===== src/include/pxs_pkg.sv =====
`default_nettype none
package pxs_pkg;
   // ------------------------------------------------------------
   // register addresses (5-bit management register numbers)
   // ------------------------------------------------------------
   localparam logic [4:0] PXS_ADDR_PAGE = 5'h08;
   localparam logic [4:0] PXS_ADDR_PRE = 5'h14;
   localparam logic [4:0] PXS_ADDR_CNT = 5'h15;
   localparam logic [4:0] PXS_ADDR_IRQ = 5'h1B;
   // ------------------------------------------------------------
   // field positions
   // ------------------------------------------------------------
   localparam int PXS_PAGE_NP = 15;
   localparam int PXS_PAGE_ACK = 14;
   localparam int PXS_PAGE_MP = 13;
   localparam int PXS_PAGE_ACK2 = 12;
   localparam int PXS_PAGE_TOG = 11;
   localparam int PXS_PRE_100 = 7;
   localparam int PXS_PRE_10 = 6;
   localparam int PXS_EN_LSB = 8;
   localparam int PXS_NUM_EV = 8;
   // ------------------------------------------------------------
   // reset values and constants
   // ------------------------------------------------------------
   localparam logic [2:0] PXS_STRAP_RESTORE = 3'h4;
   localparam logic [5:0] PXS_PRE_LOW_RST = 6'h01;
   localparam logic [15:0] PXS_CNT_RST = 16'h0000;
   localparam logic [15:0] PXS_CNT_MAX = 16'hFFFF;
   localparam logic [7:0] PXS_EN_RST = 8'h00;
   localparam logic [7:0] PXS_FLAG_RST = 8'h00;
   localparam logic [3:0] PXS_SKIP_100 = 4'h1;
   localparam logic [3:0] PXS_SKIP_10 = 4'h7;
   localparam logic [7:0] PXS_SFD = 8'hD5;
endpackage
`default_nettype wire


===== src/hw/pxs_event_flags.sv =====
`default_nettype none
module pxs_event_flags
   import pxs_pkg::*;
(
   input wire logic core_clk,
   input wire logic rstn,
   input wire logic ce,
   input wire logic [7:0] events,
   input wire logic clear,
   input wire logic [7:0] enables,
   input wire logic polarity,
   output logic [7:0] flags,
   output logic irq_out
);
   logic [7:0] flags_reg;
   logic [7:0] flags_next;
   logic irq_reg;
   logic irq_next;

   always_comb
   begin
      // set beats clear so nothing is lost
      flags_next = (clear ? PXS_FLAG_RST : flags_reg) | events;
      irq_next = polarity ? |(flags_next & enables) :
         ~|(flags_next & enables);
   end

   always_ff @(posedge core_clk)
   begin
      if (!rstn)
      begin
         flags_reg <= PXS_FLAG_RST;
         // inactive level for whichever polarity is chosen
         irq_reg <= ~polarity;
      end
      else if (ce)
      begin
         flags_reg <= flags_next;
         irq_reg <= irq_next;
      end
   end

   assign flags = flags_reg;
   assign irq_out = irq_reg;
endmodule
`default_nettype wire


===== src/hw/pxs_preamble_trim.sv =====
`default_nettype none
module pxs_preamble_trim
   import pxs_pkg::*;
(
   input wire logic core_clk,
   input wire logic rstn,
   input wire logic ce,
   input wire logic speed_100,
   input wire logic restore_100,
   input wire logic restore_10,
   input wire logic rx_dv_in,
   input wire logic [7:0] rx_byte_in,
   output logic rx_dv_out,
   output logic [7:0] rx_byte_out
);
   logic [3:0] pos_reg;
   logic [3:0] pos_next;
   logic dv_reg;
   logic dv_next;
   logic [7:0] byte_reg;
   logic [7:0] byte_next;
   logic drop;

   always_comb
   begin
      drop = 1'b0;
      if (speed_100 && !restore_100 && pos_reg < PXS_SKIP_100)
         drop = 1'b1;
      if (!speed_100 && !restore_10 && pos_reg < PXS_SKIP_10 &&
         rx_byte_in != PXS_SFD)
         drop = 1'b1;
      pos_next = pos_reg;
      if (!rx_dv_in)
         pos_next = 4'h0;
      else if (pos_reg != 4'hF)
         pos_next = pos_reg + 4'h1;
      dv_next = rx_dv_in && !drop;
      byte_next = rx_byte_in;
   end

   always_ff @(posedge core_clk)
   begin
      if (!rstn)
      begin
         pos_reg <= 4'h0;
         dv_reg <= 1'b0;
         byte_reg <= 8'h00;
      end
      else if (ce)
      begin
         pos_reg <= pos_next;
         dv_reg <= dv_next;
         byte_reg <= byte_next;
      end
   end

   assign rx_dv_out = dv_reg;
   assign rx_byte_out = byte_reg;
endmodule
`default_nettype wire


===== src/hw/pxs_regs.sv =====
`default_nettype none
module pxs_regs
   import pxs_pkg::*;
(
   input wire logic core_clk,
   input wire logic rstn,
   input wire logic ce,
   input wire logic [4:0] reg_addr,
   input wire logic reg_wr,
   input wire logic reg_rd,
   input wire logic [15:0] reg_wdata,
   output logic [15:0] reg_rdata,
   input wire logic [2:0] config_strap,
   input wire logic [15:0] partner_page_word,
   input wire logic irq_polarity,
   input wire logic speed_100,
   input wire logic ev_jabber,
   input wire logic ev_receive_error,
   input wire logic ev_page_received,
   input wire logic ev_parallel_fault,
   input wire logic ev_partner_ack,
   input wire logic link_status,
   input wire logic ev_remote_fault,
   input wire logic symbol_error_frame,
   input wire logic rx_dv_in,
   input wire logic [7:0] rx_byte_in,
   output logic rx_dv_out,
   output logic [7:0] rx_byte_out,
   output logic irq_out
);
   // ------------------------------------------------------------
   // state
   // ------------------------------------------------------------
   logic restore_100_reg;
   logic restore_100_next;
   logic restore_10_reg;
   logic restore_10_next;
   logic [7:0] en_reg;
   logic [7:0] en_next;
   logic [15:0] cnt_reg;
   logic [15:0] cnt_next;
   logic link_reg;
   logic link_next;
   logic strap_done_reg;
   logic strap_done_next;
   logic [15:0] rdata_reg;
   logic [15:0] rdata_next;
   logic [7:0] flags;
   logic [7:0] events;
   logic irq_clear;

   function automatic logic hit(input logic [4:0] a, input logic [4:0] r);
      hit = (a == r);
   endfunction

   // ------------------------------------------------------------
   // events
   // ------------------------------------------------------------
   always_comb
   begin
      events = {ev_jabber,
         ev_receive_error,
         ev_page_received,
         ev_parallel_fault,
         ev_partner_ack,
         link_reg & ~link_status,
         ev_remote_fault,
         ~link_reg & link_status};
      irq_clear = reg_rd && hit(reg_addr, PXS_ADDR_IRQ);
   end

   // ------------------------------------------------------------
   // register next values
   // ------------------------------------------------------------
   always_comb
   begin
      restore_100_next = restore_100_reg;
      restore_10_next = restore_10_reg;
      en_next = en_reg;
      cnt_next = cnt_reg;
      link_next = link_status;
      strap_done_next = 1'b1;
      // strap caught on first clocked cycle after reset release
      if (!strap_done_reg)
         restore_100_next = (config_strap == PXS_STRAP_RESTORE);
      if (reg_wr && hit(reg_addr, PXS_ADDR_PRE))
      begin
         restore_100_next = reg_wdata[PXS_PRE_100];
         restore_10_next = reg_wdata[PXS_PRE_10];
      end
      if (reg_wr && hit(reg_addr, PXS_ADDR_IRQ))
         en_next = reg_wdata[15:PXS_EN_LSB];
      // a frame arriving on the clearing read counts as one
      if (reg_rd && hit(reg_addr, PXS_ADDR_CNT))
         cnt_next = symbol_error_frame ? 16'h0001 : PXS_CNT_RST;
      else if (symbol_error_frame && cnt_reg != PXS_CNT_MAX)
         cnt_next = cnt_reg + 16'h0001;
      rdata_next = 16'h0000;
      unique case (reg_addr)
         PXS_ADDR_PAGE:
            rdata_next = {partner_page_word[PXS_PAGE_NP],
               partner_page_word[PXS_PAGE_ACK],
               partner_page_word[PXS_PAGE_MP],
               partner_page_word[PXS_PAGE_ACK2],
               ~partner_page_word[PXS_PAGE_TOG],
               partner_page_word[10:0]};
         PXS_ADDR_PRE:
            rdata_next = {8'h00, restore_100_reg, restore_10_reg,
               PXS_PRE_LOW_RST};
         PXS_ADDR_CNT:
            rdata_next = cnt_reg;
         PXS_ADDR_IRQ:
            rdata_next = {en_reg, flags};
         default:
            rdata_next = 16'h0000;
      endcase
   end

   always_ff @(posedge core_clk)
   begin
      if (!rstn)
      begin
         restore_100_reg <= 1'b0;
         restore_10_reg <= 1'b0;
         en_reg <= PXS_EN_RST;
         cnt_reg <= PXS_CNT_RST;
         link_reg <= 1'b0;
         strap_done_reg <= 1'b0;
         rdata_reg <= 16'h0000;
      end
      else if (ce)
      begin
         restore_100_reg <= restore_100_next;
         restore_10_reg <= restore_10_next;
         en_reg <= en_next;
         cnt_reg <= cnt_next;
         link_reg <= link_next;
         strap_done_reg <= strap_done_next;
         rdata_reg <= rdata_next;
      end
   end

   assign reg_rdata = rdata_reg;

   // ------------------------------------------------------------
   // submodules
   // ------------------------------------------------------------
   pxs_event_flags u_flags (
      .core_clk(core_clk),
      .rstn(rstn),
      .ce(ce),
      .events(events),
      .clear(irq_clear),
      .enables(en_reg),
      .polarity(irq_polarity),
      .flags(flags),
      .irq_out(irq_out)
   );

   pxs_preamble_trim u_trim (
      .core_clk(core_clk),
      .rstn(rstn),
      .ce(ce),
      .speed_100(speed_100),
      .restore_100(restore_100_reg),
      .restore_10(restore_10_reg),
      .rx_dv_in(rx_dv_in),
      .rx_byte_in(rx_byte_in),
      .rx_dv_out(rx_dv_out),
      .rx_byte_out(rx_byte_out)
   );
endmodule
`default_nettype wire


===== config.mk =====
export PLATFORM = sky130hd
export DESIGN_NAME = pxs_regs
export DESIGN_NICKNAME = d
export VERILOG_FILES = /design/src/include/pxs_pkg.sv /design/src/hw/pxs_event_flags.sv /design/src/hw/pxs_preamble_trim.sv /design/src/hw/pxs_regs.sv
export SDC_FILE = /design/constraint.sdc
export NUM_CORES = 1
export LEC_CHECK = 0
export BUFFER_PORTS_ARGS = -buffer_cell sky130_fd_sc_hd__buf_2
export CORE_MARGIN = 5
export CORE_UTILIZATION = 25
export DETAILED_ROUTE_END_ITERATION = 8
export SLEW_MARGIN = 15
export SYNTH_ARGS = -nofsm -noshare
export SYNTH_HDL_FRONTEND = slang
export SYNTH_SLANG_ARGS = --single-unit

===== constraint.sdc =====
create_clock -name core_clk -period 1.6 [get_ports core_clk]
set_clock_uncertainty 0.05 [all_clocks]
set_input_delay 0.32 -clock core_clk [delete_from_list [all_inputs] [get_ports core_clk]]
set_output_delay 0.32 -clock core_clk [all_outputs]
set_load 0.05 [all_outputs]

==> results of run 1 <==
per-stage QoR:
stage,setup TNS [ns],hold WS [ns],instances
after global placement,-2.872,0.3887,657
after floorplan,0,0.4012,363
after CTS,-0.01088,0.1768,675
after global routing,-0.05808,0.1721,675
final,0,0.1786,677
after detailed placement,-3.572,0.3921,657
placed cells by master, fill, tap and decap left out, types with 4 or more instances in the layout:
| cell | Yosys | routed |
|---|---|---|
| nor2_1 | 49 | 49 |
| clkbuf_16 | 0 | 9 |
| buf_2 | 5 | 83 |
| nand2_1 | 30 | 28 |
| nand3_1 | 13 | 10 |
| xor2_1 | 4 | 4 |
| mux2i_1 | 18 | 18 |
| a21oi_1 | 18 | 18 |
| a31oi_1 | 6 | 6 |
| dfxtp_1 | 65 | 54 |
| dfxtp_2 | 0 | 10 |
| xnor2_1 | 7 | 7 |
| buf_4 | 0 | 57 |
| inv_1 | 10 | 10 |
| a22oi_1 | 15 | 15 |
| nand4_1 | 5 | 5 |
| and3_1 | 6 | 6 |
| o21ai_0 | 9 | 8 |
| a222oi_1 | 14 | 14 |
| a211oi_1 | 6 | 4 |
| nand3b_1 | 4 | 4 |
| o211ai_1 | 7 | 7 |
| o21ai_1 | 10 | 11 |
power breakdown:
group	internal, W	switching [W]
logic	0.000166	0.000226
clock network	0.00123	0.000679
registers	0.00169	0.0000329
total	0.00309	0.000938
area by class of cell:
cell class	instances	area, um^2	area share [%]
multi-input cells	267	1800	39.05
well taps	172	215.2	4.668
flip-flops and latches	66	1348	29.23
repair buffers	144	914.6	19.84
diodes	2	5.005	0.1085
clock buffers	12	246.5	5.346
inverters	11	41.29	0.8955
clock inverters	3	40.04	0.8684
layer usage:
metal / share of wire, % / vias up / track usage (%)
li1: - / 1623 / -
met1: 47 / 1519 / 18.62
met2: 44 / 100 / 19.96
met3: 7.0 / 10 / 4.332
met4: 1.3 / 2 / 4.619
met5: 0.13 / - / 0
logic make-up after synthesis:
logic type	Yosys count	share of synthesized area, %
AOI/OAI and AO/OA	100	22.72
xor gates and xnor gates	11	3.058
adders and majority gates	3	1.192
buffers and inverters	30	3.773
DFF	66	42.26
muxes	18	5.719
and+or+nand+nor	135	21.29
what timing repair did:
action / in CTS / in global routing
setup endpoints to repair: 2 / 12
hold buffers: 0 / 0
pin swaps: 7 / 5
buffers inserted: 3 / 0
resized for setup: 10 / 21
path summary, 6_finish.rpt:
check | startpoint | end | slack (ns) | depth (start not counted)
setup / recovery | cnt_reg[6]$_SDFFE_PN0P_ | cnt_reg[11]$_SDFFE_PN0P_ | 0.04 | 5
hold reg to reg | reg_rdata[5]$_SDFFE_PN0P_ | reg_rdata[5]$_SDFFE_PN0P_ | 0.40 | 2
setup reg to reg | cnt_reg[6]$_SDFFE_PN0P_ | cnt_reg[11]$_SDFFE_PN0P_ | 0.04 | 5
hold / removal | reg_wdata[10] | en_reg[2]$_SDFFE_PN0P_ | 0.18 | 3
critical path, stage by stage, from the launching register on:
cell      delay (ns)
dfxtp_2         0.37
nand3_4         0.09
or4_4           0.53
a211oi_2        0.23
xnor2_1         0.14
nor2_1          0.05
==> results.txt, run 1 <==
The run finished with clean final reports. The total of max-cap violations came out at 0. The final non-filler cell area came out at 4611 um^2.

The quantity of I/O buffers inserted on ports was 83; the number of warning messages in the yosys log was 0. In this run the remaining antenna-violating nets after routing total 0. The maximum number of pins on one net before global-route repair was 41. From bottom edge to top edge, the die measures 122.3 um.

Ranked by instance count, the synthesized netlist is headed by dfxtp_1, nor2_1, nand2_1, a21oi_1, mux2i_1. The cell taking the most area after synthesis is dfxtp_1. The routed layout has 3254 vias. By area the synthesized netlist is led by dfxtp_1, nor2_1, mux2i_1. The tools report the total core area as 12470 um^2.

The global-route wire length before repair was 15.88 mm; the number of instances in the synthesized netlist was 363. TritonCTS built the clock tree. Sequential elements use 42.26% of the synthesized area.

The worst setup path is captured at a flop. Clock-pin slew was measured on the worst setup and hold paths at 0.05 ns. The most common cell in the synthesized netlist is dfxtp_1. After detailed routing, the number of vias per cell comes to 4.806. At the later pin of the worst-skew pair, clock insertion delay measures 0.32 ns. The logs give 0 for the final setup violation count and 302 for the violation count after the first detailed-route iteration. For the worst setup path, the data required time is 1.77 ns. In this run the worst path has a maximum fanout of 4.

The number of antenna violations at the first check in global routing is 1. Clock tree synthesis inserted a total of 9 buffers. The post-synthesis register bit count was 66; the worst-case vdd ir drop was 512.3 uV.

The mean area per synthesized cell works out to 8.679 um^2. The final-report hold violation count was 0; the power per standard cell area was 873.3 nW/um^2. Compared with the post-synthesis result, the final layout area differs by 46.35%. Floorplan die area: 14950 um^2.

The share of synthesized area in the top cell type comes to 41.30%. The root buffer cell chosen for the clock tree is clkbuf_16. The type of the worst setup path is reg2reg.

CTS built an H-tree with a depth of 3. The tools report the arrival time at the worst endpoint as 1.73 ns. The layout cell share with drive strength beyond 1 was 37.77%; the least setup slack across all paths after layout was 0.04096 ns.

The pre-antenna-repair detailed-routing pass consisted of 5 iterations. Before CTS, the worst setup slack after placement is -0.2066 ns. The transition at the pin with the smallest max-transition slack works out to 0.4784 ns. The initial utilization of the core area, before any placement, comes to 25.27%. The tools report the combined global-route utilization of all metal layers as 13.53%. Based on the critical path, the design can be clocked at up to 641.4 MHz. Setup repair after global routing could not meet its margin everywhere. The total design power was 0.004026 W; the max-slew violation count was 0. Kind of path behind the tightest hold check: in2reg. The most frequently used flop master after synthesis is dfxtp_1. The tools report the detailed-route DRC error count as 0. The share of flip-flops with an asynchronous set or reset after synthesis was 0%; the cell area after placement was 4177 um^2.

The standard-cell row count came out at 41. The sum of net half-perimeters after detailed placement came out at 7.904 mm. After synthesis the cells add up to 3151 um^2. The tools report the startpoint class of the critical path as a flop. The worst-case headroom to the max-slew limit is 68.11%, and the leakage power total is 1.959 nW.

The clock passes through at most 2 buffers. The net count after synthesis was 430. Cells fill 36.99% of the core in the end.

The number of distinct library cell variants in the gate-level netlist after synthesis was 53; the total wirelength of the detailed-routed design was 10.12 mm. The number of synthesized flops with an enable pin was 1; the layout net count was 566. 90 I/O pins were placed. CTS saw 66 sinks. The final cycle utilization of the critical path was 97.44%; the final global-route overflow total was 0. Fill cells in the final layout number 1278. The post-detailed-route wirelength per cell is 14.95 um.

The number of global-route vias before repair came out at 3132. The width of the chip came out at 122.3 um. Counting I/O delays and the setup requirement, the final critical path takes 1.559 ns. Last weighted congestion value of the routability-driven placer: 0.8400.
(Power assumes the default switching activity.)
==> run 2: changes to the inputs <==
- SYNTH_HIERARCHICAL: default -> 1
==> run 2 against run 1 <==
Compared with the run above:
- the flow now finishes with violations (setup timing)
- die area increased by 2.1%
- core utilization increased by 0.18 points
- sequential share of layout area decreased by 0.55 points
- final cell count increased by 1.2%
- sequential power about the same
- critical path depth unchanged
- synthesized cell count increased by 1.1%
- non-clock buffer count decreased by 1
- sequential cell count unchanged
==> results.txt, run 2 <==
The worst setup path startpoint was cnt_reg[0]$_SDFFE_PN0P_. In this run the power density over the cells is 875.4 nW/um^2. The top cell family by delay on the critical path was simple AND/OR/NAND/NOR gates.

Entering global routing, the biggest net connects 40 pins. The run gives 0 as the final-report hold violation count. The critical path goes through buf_6, nand4_1, or2_4, or4_1, a21oi_2. In the final routed layout, each cell accounts on average for 16.19 um. The final global-route overflow total was 0; the number of distinct library cell variants in the gate-level netlist after synthesis was 61. Leaving out filler cells and counting taps, the final layout contains 685. The startpoint identified for the worst hold timing path is reg_wdata[12]. In the finished design, the share of the clock period the worst path needs comes to 100.7%. The number of synthesized flops with an enable pin works out to 1.

Among all stages on the critical path, the largest delay is contributed by or4_1. Cell area after placement: 4317 um^2. The post-detailed-route via-to-cell ratio came out at 4.936.

The commonest cells after synthesis are dfxtp_1, nand2_1, nor2b_1, nor2_1, a21oi_1. The run gives 620.9 MHz as the highest achievable clock rate. In this design, the stage delay of the slowest critical-path cell is 0.48 ns. Most common cell after layout, fill and taps aside: buf_2. In this run, the combinational gates consume 10.6% of the power. The detail route stage leaves a number of antenna-violating nets equal to 0.

Number of antenna violations at the first check in global routing: 1. Cell taking the most area after synthesis: dfxtp_1. The worst setup path is launched from a flop. After synthesis, the cell types taking the most area are dfxtp_1, mux2i_1, nor2b_1. Launch point of the worst reg-to-reg path: cnt_reg[0]$_SDFFE_PN0P_. Once layout is done, the placed cells without fillers occupy 4691 um^2.

The path class of the tightest hold or removal check is in2reg. The worst hold slack was 0.1808 ns. The tools report the number of instances in the synthesized netlist as 367. Across the VDD grid, the largest voltage drop is 401.5 uV. The last weighted congestion value of the routability-driven placer is 0.8221, and the width of the chip is 123.5 um. The first routing iteration left 281 violations. For the combined global-route utilization of all metal layers, the log shows 14.90%.

Pre-CTS worst setup slack: -0.3067 ns. The least setup slack across all paths after layout was -0.01064 ns. The share of flip-flops with an asynchronous set or reset after synthesis is 0%. Once the floorplan was initialized, standard cells occupied 25.54% of the core.

In this run the power spent charging and discharging nets is 0.001019 W. In the routed design, unresolved DRC markers number 0. The tools report the max-slew violation count as 0.

STA classifies the critical path endpoint as a flop. Per report_power, the sequential group accounts for 41.9% of the total. The floorplan die area is 15260 um^2, and the top-area cell type share of the netlist area is 40.37%. The first global-routing pass estimated 17.33 mm of wire.

The register clock-pin slew on the reported worst setup and hold paths was 0.06 ns; the first-pass iteration count of the detailed router was 6. The most frequently used flop master after synthesis was dfxtp_1. The number of global-route vias before repair came out at 3404. The die is 123.5 um tall. Internal power comes to 0.003087 W. For the placed cell count, the log shows 666. The analysis attributes to cell leakage a power of 2.006 nW. The worst-case headroom to the max-slew limit is 72.48%, and the post-synthesis register bit count is 66. The later pin in the worst-skew pair is clocked with a latency of 0.34 ns. The longest clock path from root to sink contains 2 buffers.

The tools report the TritonCTS buffer count as 9. Sequential elements use 41.30% of the synthesized area. The tools report the clock power share as 47.5%. The tools report the master cell of the clock root buffer as clkbuf_16. The filler cell count in the final layout came out at 1313.

The layout net count came out at 574. The most common cell in the synthesized netlist is dfxtp_1. After synthesis the cells add up to 3223 um^2. Row generation in the floorplan step produced 41 rows. The number of buffer and inverter instances along the worst setup path is 1, and the number of clock sinks seen by CTS is 66. Of all nets on the critical path, the largest fanout is 6. The number of vias in the routed layout is 3381, and the total of max-cap violations is 0. After routing, the total negative slack on setup checks comes to -0.02071 ns. The final setup violation count is 2, and the proportion of total power due to net switching is 24.81%. The flow ran to the end, but the final reports show violations. The H-tree was split into 3 levels.

The checks that failed: setup timing. Each instance of the synthesized netlist takes up on average 8.782 um^2. Setup repair after global routing could not meet its margin everywhere.

At the worst endpoint, the required time is 1.82 ns. The post-route netlist has 37.30% of its cells at a drive strength greater than 1. Synthesis produced a netlist with a net count of 434. Subtracting the final worst setup slack from the clock period gives 1.611 ns.

In this run the count of I/O pins placed on the die edge is 90. Arrival time at the worst endpoint: 1.83 ns. The top cell types in the final layout, fill and taps aside, are buf_2, dfxtp_1, buf_4, nand2_1, nor2b_1. The floorplan step defined a core boundary enclosing 12620 um^2. TritonCTS built the clock tree. Yosys printed 6 warnings. Detailed placement ended at an HPWL of 8.533 mm. The layout overhead on the synthesized area was 45.54%; the transition at the pin with the smallest max-transition slack was 0.4126 ns. Wires add up to 11.09 mm. The setup path with the least slack is of type reg2reg.

During placement, the flow inserted port buffers numbering 83.
==> run 2: power groups by stage <==
stage                     combinational (W)  clock, W  sequential, W
final                              0.000437   0.00195        0.00172
after global routing               0.000474   0.00208        0.00172
after CTS                          0.000437   0.00200        0.00172
after detailed placement           0.000435         0        0.00176
after global placement             0.000425         0        0.00175
after floorplan                    0.000172         0        0.00180
==> run 2: final timing paths <==
check / cells past startpoint / endpoint / slack (ns)
max: 5 / cnt_reg[5]$_SDFFE_PN0P_ / -0.01
min: 3 / en_reg[4]$_SDFFE_PN0P_ / 0.18
max reg2reg: 5 / cnt_reg[5]$_SDFFE_PN0P_ / -0.01
min reg2reg: 2 / reg_rdata[11]$_SDFFE_PN0P_ / 0.40
==> run 2: cell families (layout without fill, tap and decap cells) <==
kind of cell             after synthesis  after routing  synth area share (%)
AO/OA/AOI/OAI                        105            105                 22.86
XOR/XNOR                               1              1                0.2718
adder cells (fa/ha/maj)                3              3                 1.165
buffers and inverters                 30            175                 4.347
flip-flops                            66             66                 41.30
multiplexers                          18             18                 5.590
other                                  0              1                     0
AND/OR/NAND/NOR                      144            144                 24.46
==> run 2: final cells by class <==
cell class | instances | area [um^2] | share of cell area [%]
antenna | 1 | 2.502 | 0.05335
clock buffer | 12 | 236.5 | 5.041
clock inverter | 4 | 52.55 | 1.120
inverter | 16 | 60.06 | 1.280
multi-input combinational | 271 | 1859 | 39.64
sequential | 66 | 1345 | 28.67
tap | 172 | 215.2 | 4.588
timing repair buffer | 143 | 919.6 | 19.61
==> run 2: what timing repair did <==
action,in CTS,in global routing
setup buffers,2,0
pin swaps,4,3
setup endpoints to repair,5,15
hold buffers,0,0
resized for setup,3,17
==> run 2: metal layers <==
| metal | part of all wire (%) | vias up | track usage [%] | wire length (um) |
|---|---|---|---|---|
| li1 | - | 1659 | - | - |
| met1 | 43 | 1595 | 17.55 | 4724 |
| met2 | 49 | 108 | 25.28 | 5400 |
| met3 | 6.8 | 17 | 4.575 | 755 |
| met4 | 1.8 | 2 | 5.813 | 196 |
| met5 | 0.099 | - | 0 | 11 |
==> run 2: through the flow <==
stage	utilization (%)	power, W
detailed placement	34.21	0.002190
global placement	34.21	0.002178
floorplan	-	0.001972
global route	37.15	0.004283
CTS	36.71	0.004159
finish	37.17	0.004106
==> run 2: worst min-delay path: cells and delay by family <==
kind          cells  cell delay (ns)
buf+inv           1             0.08
simple gates      1             0.08
mux               1             0.05
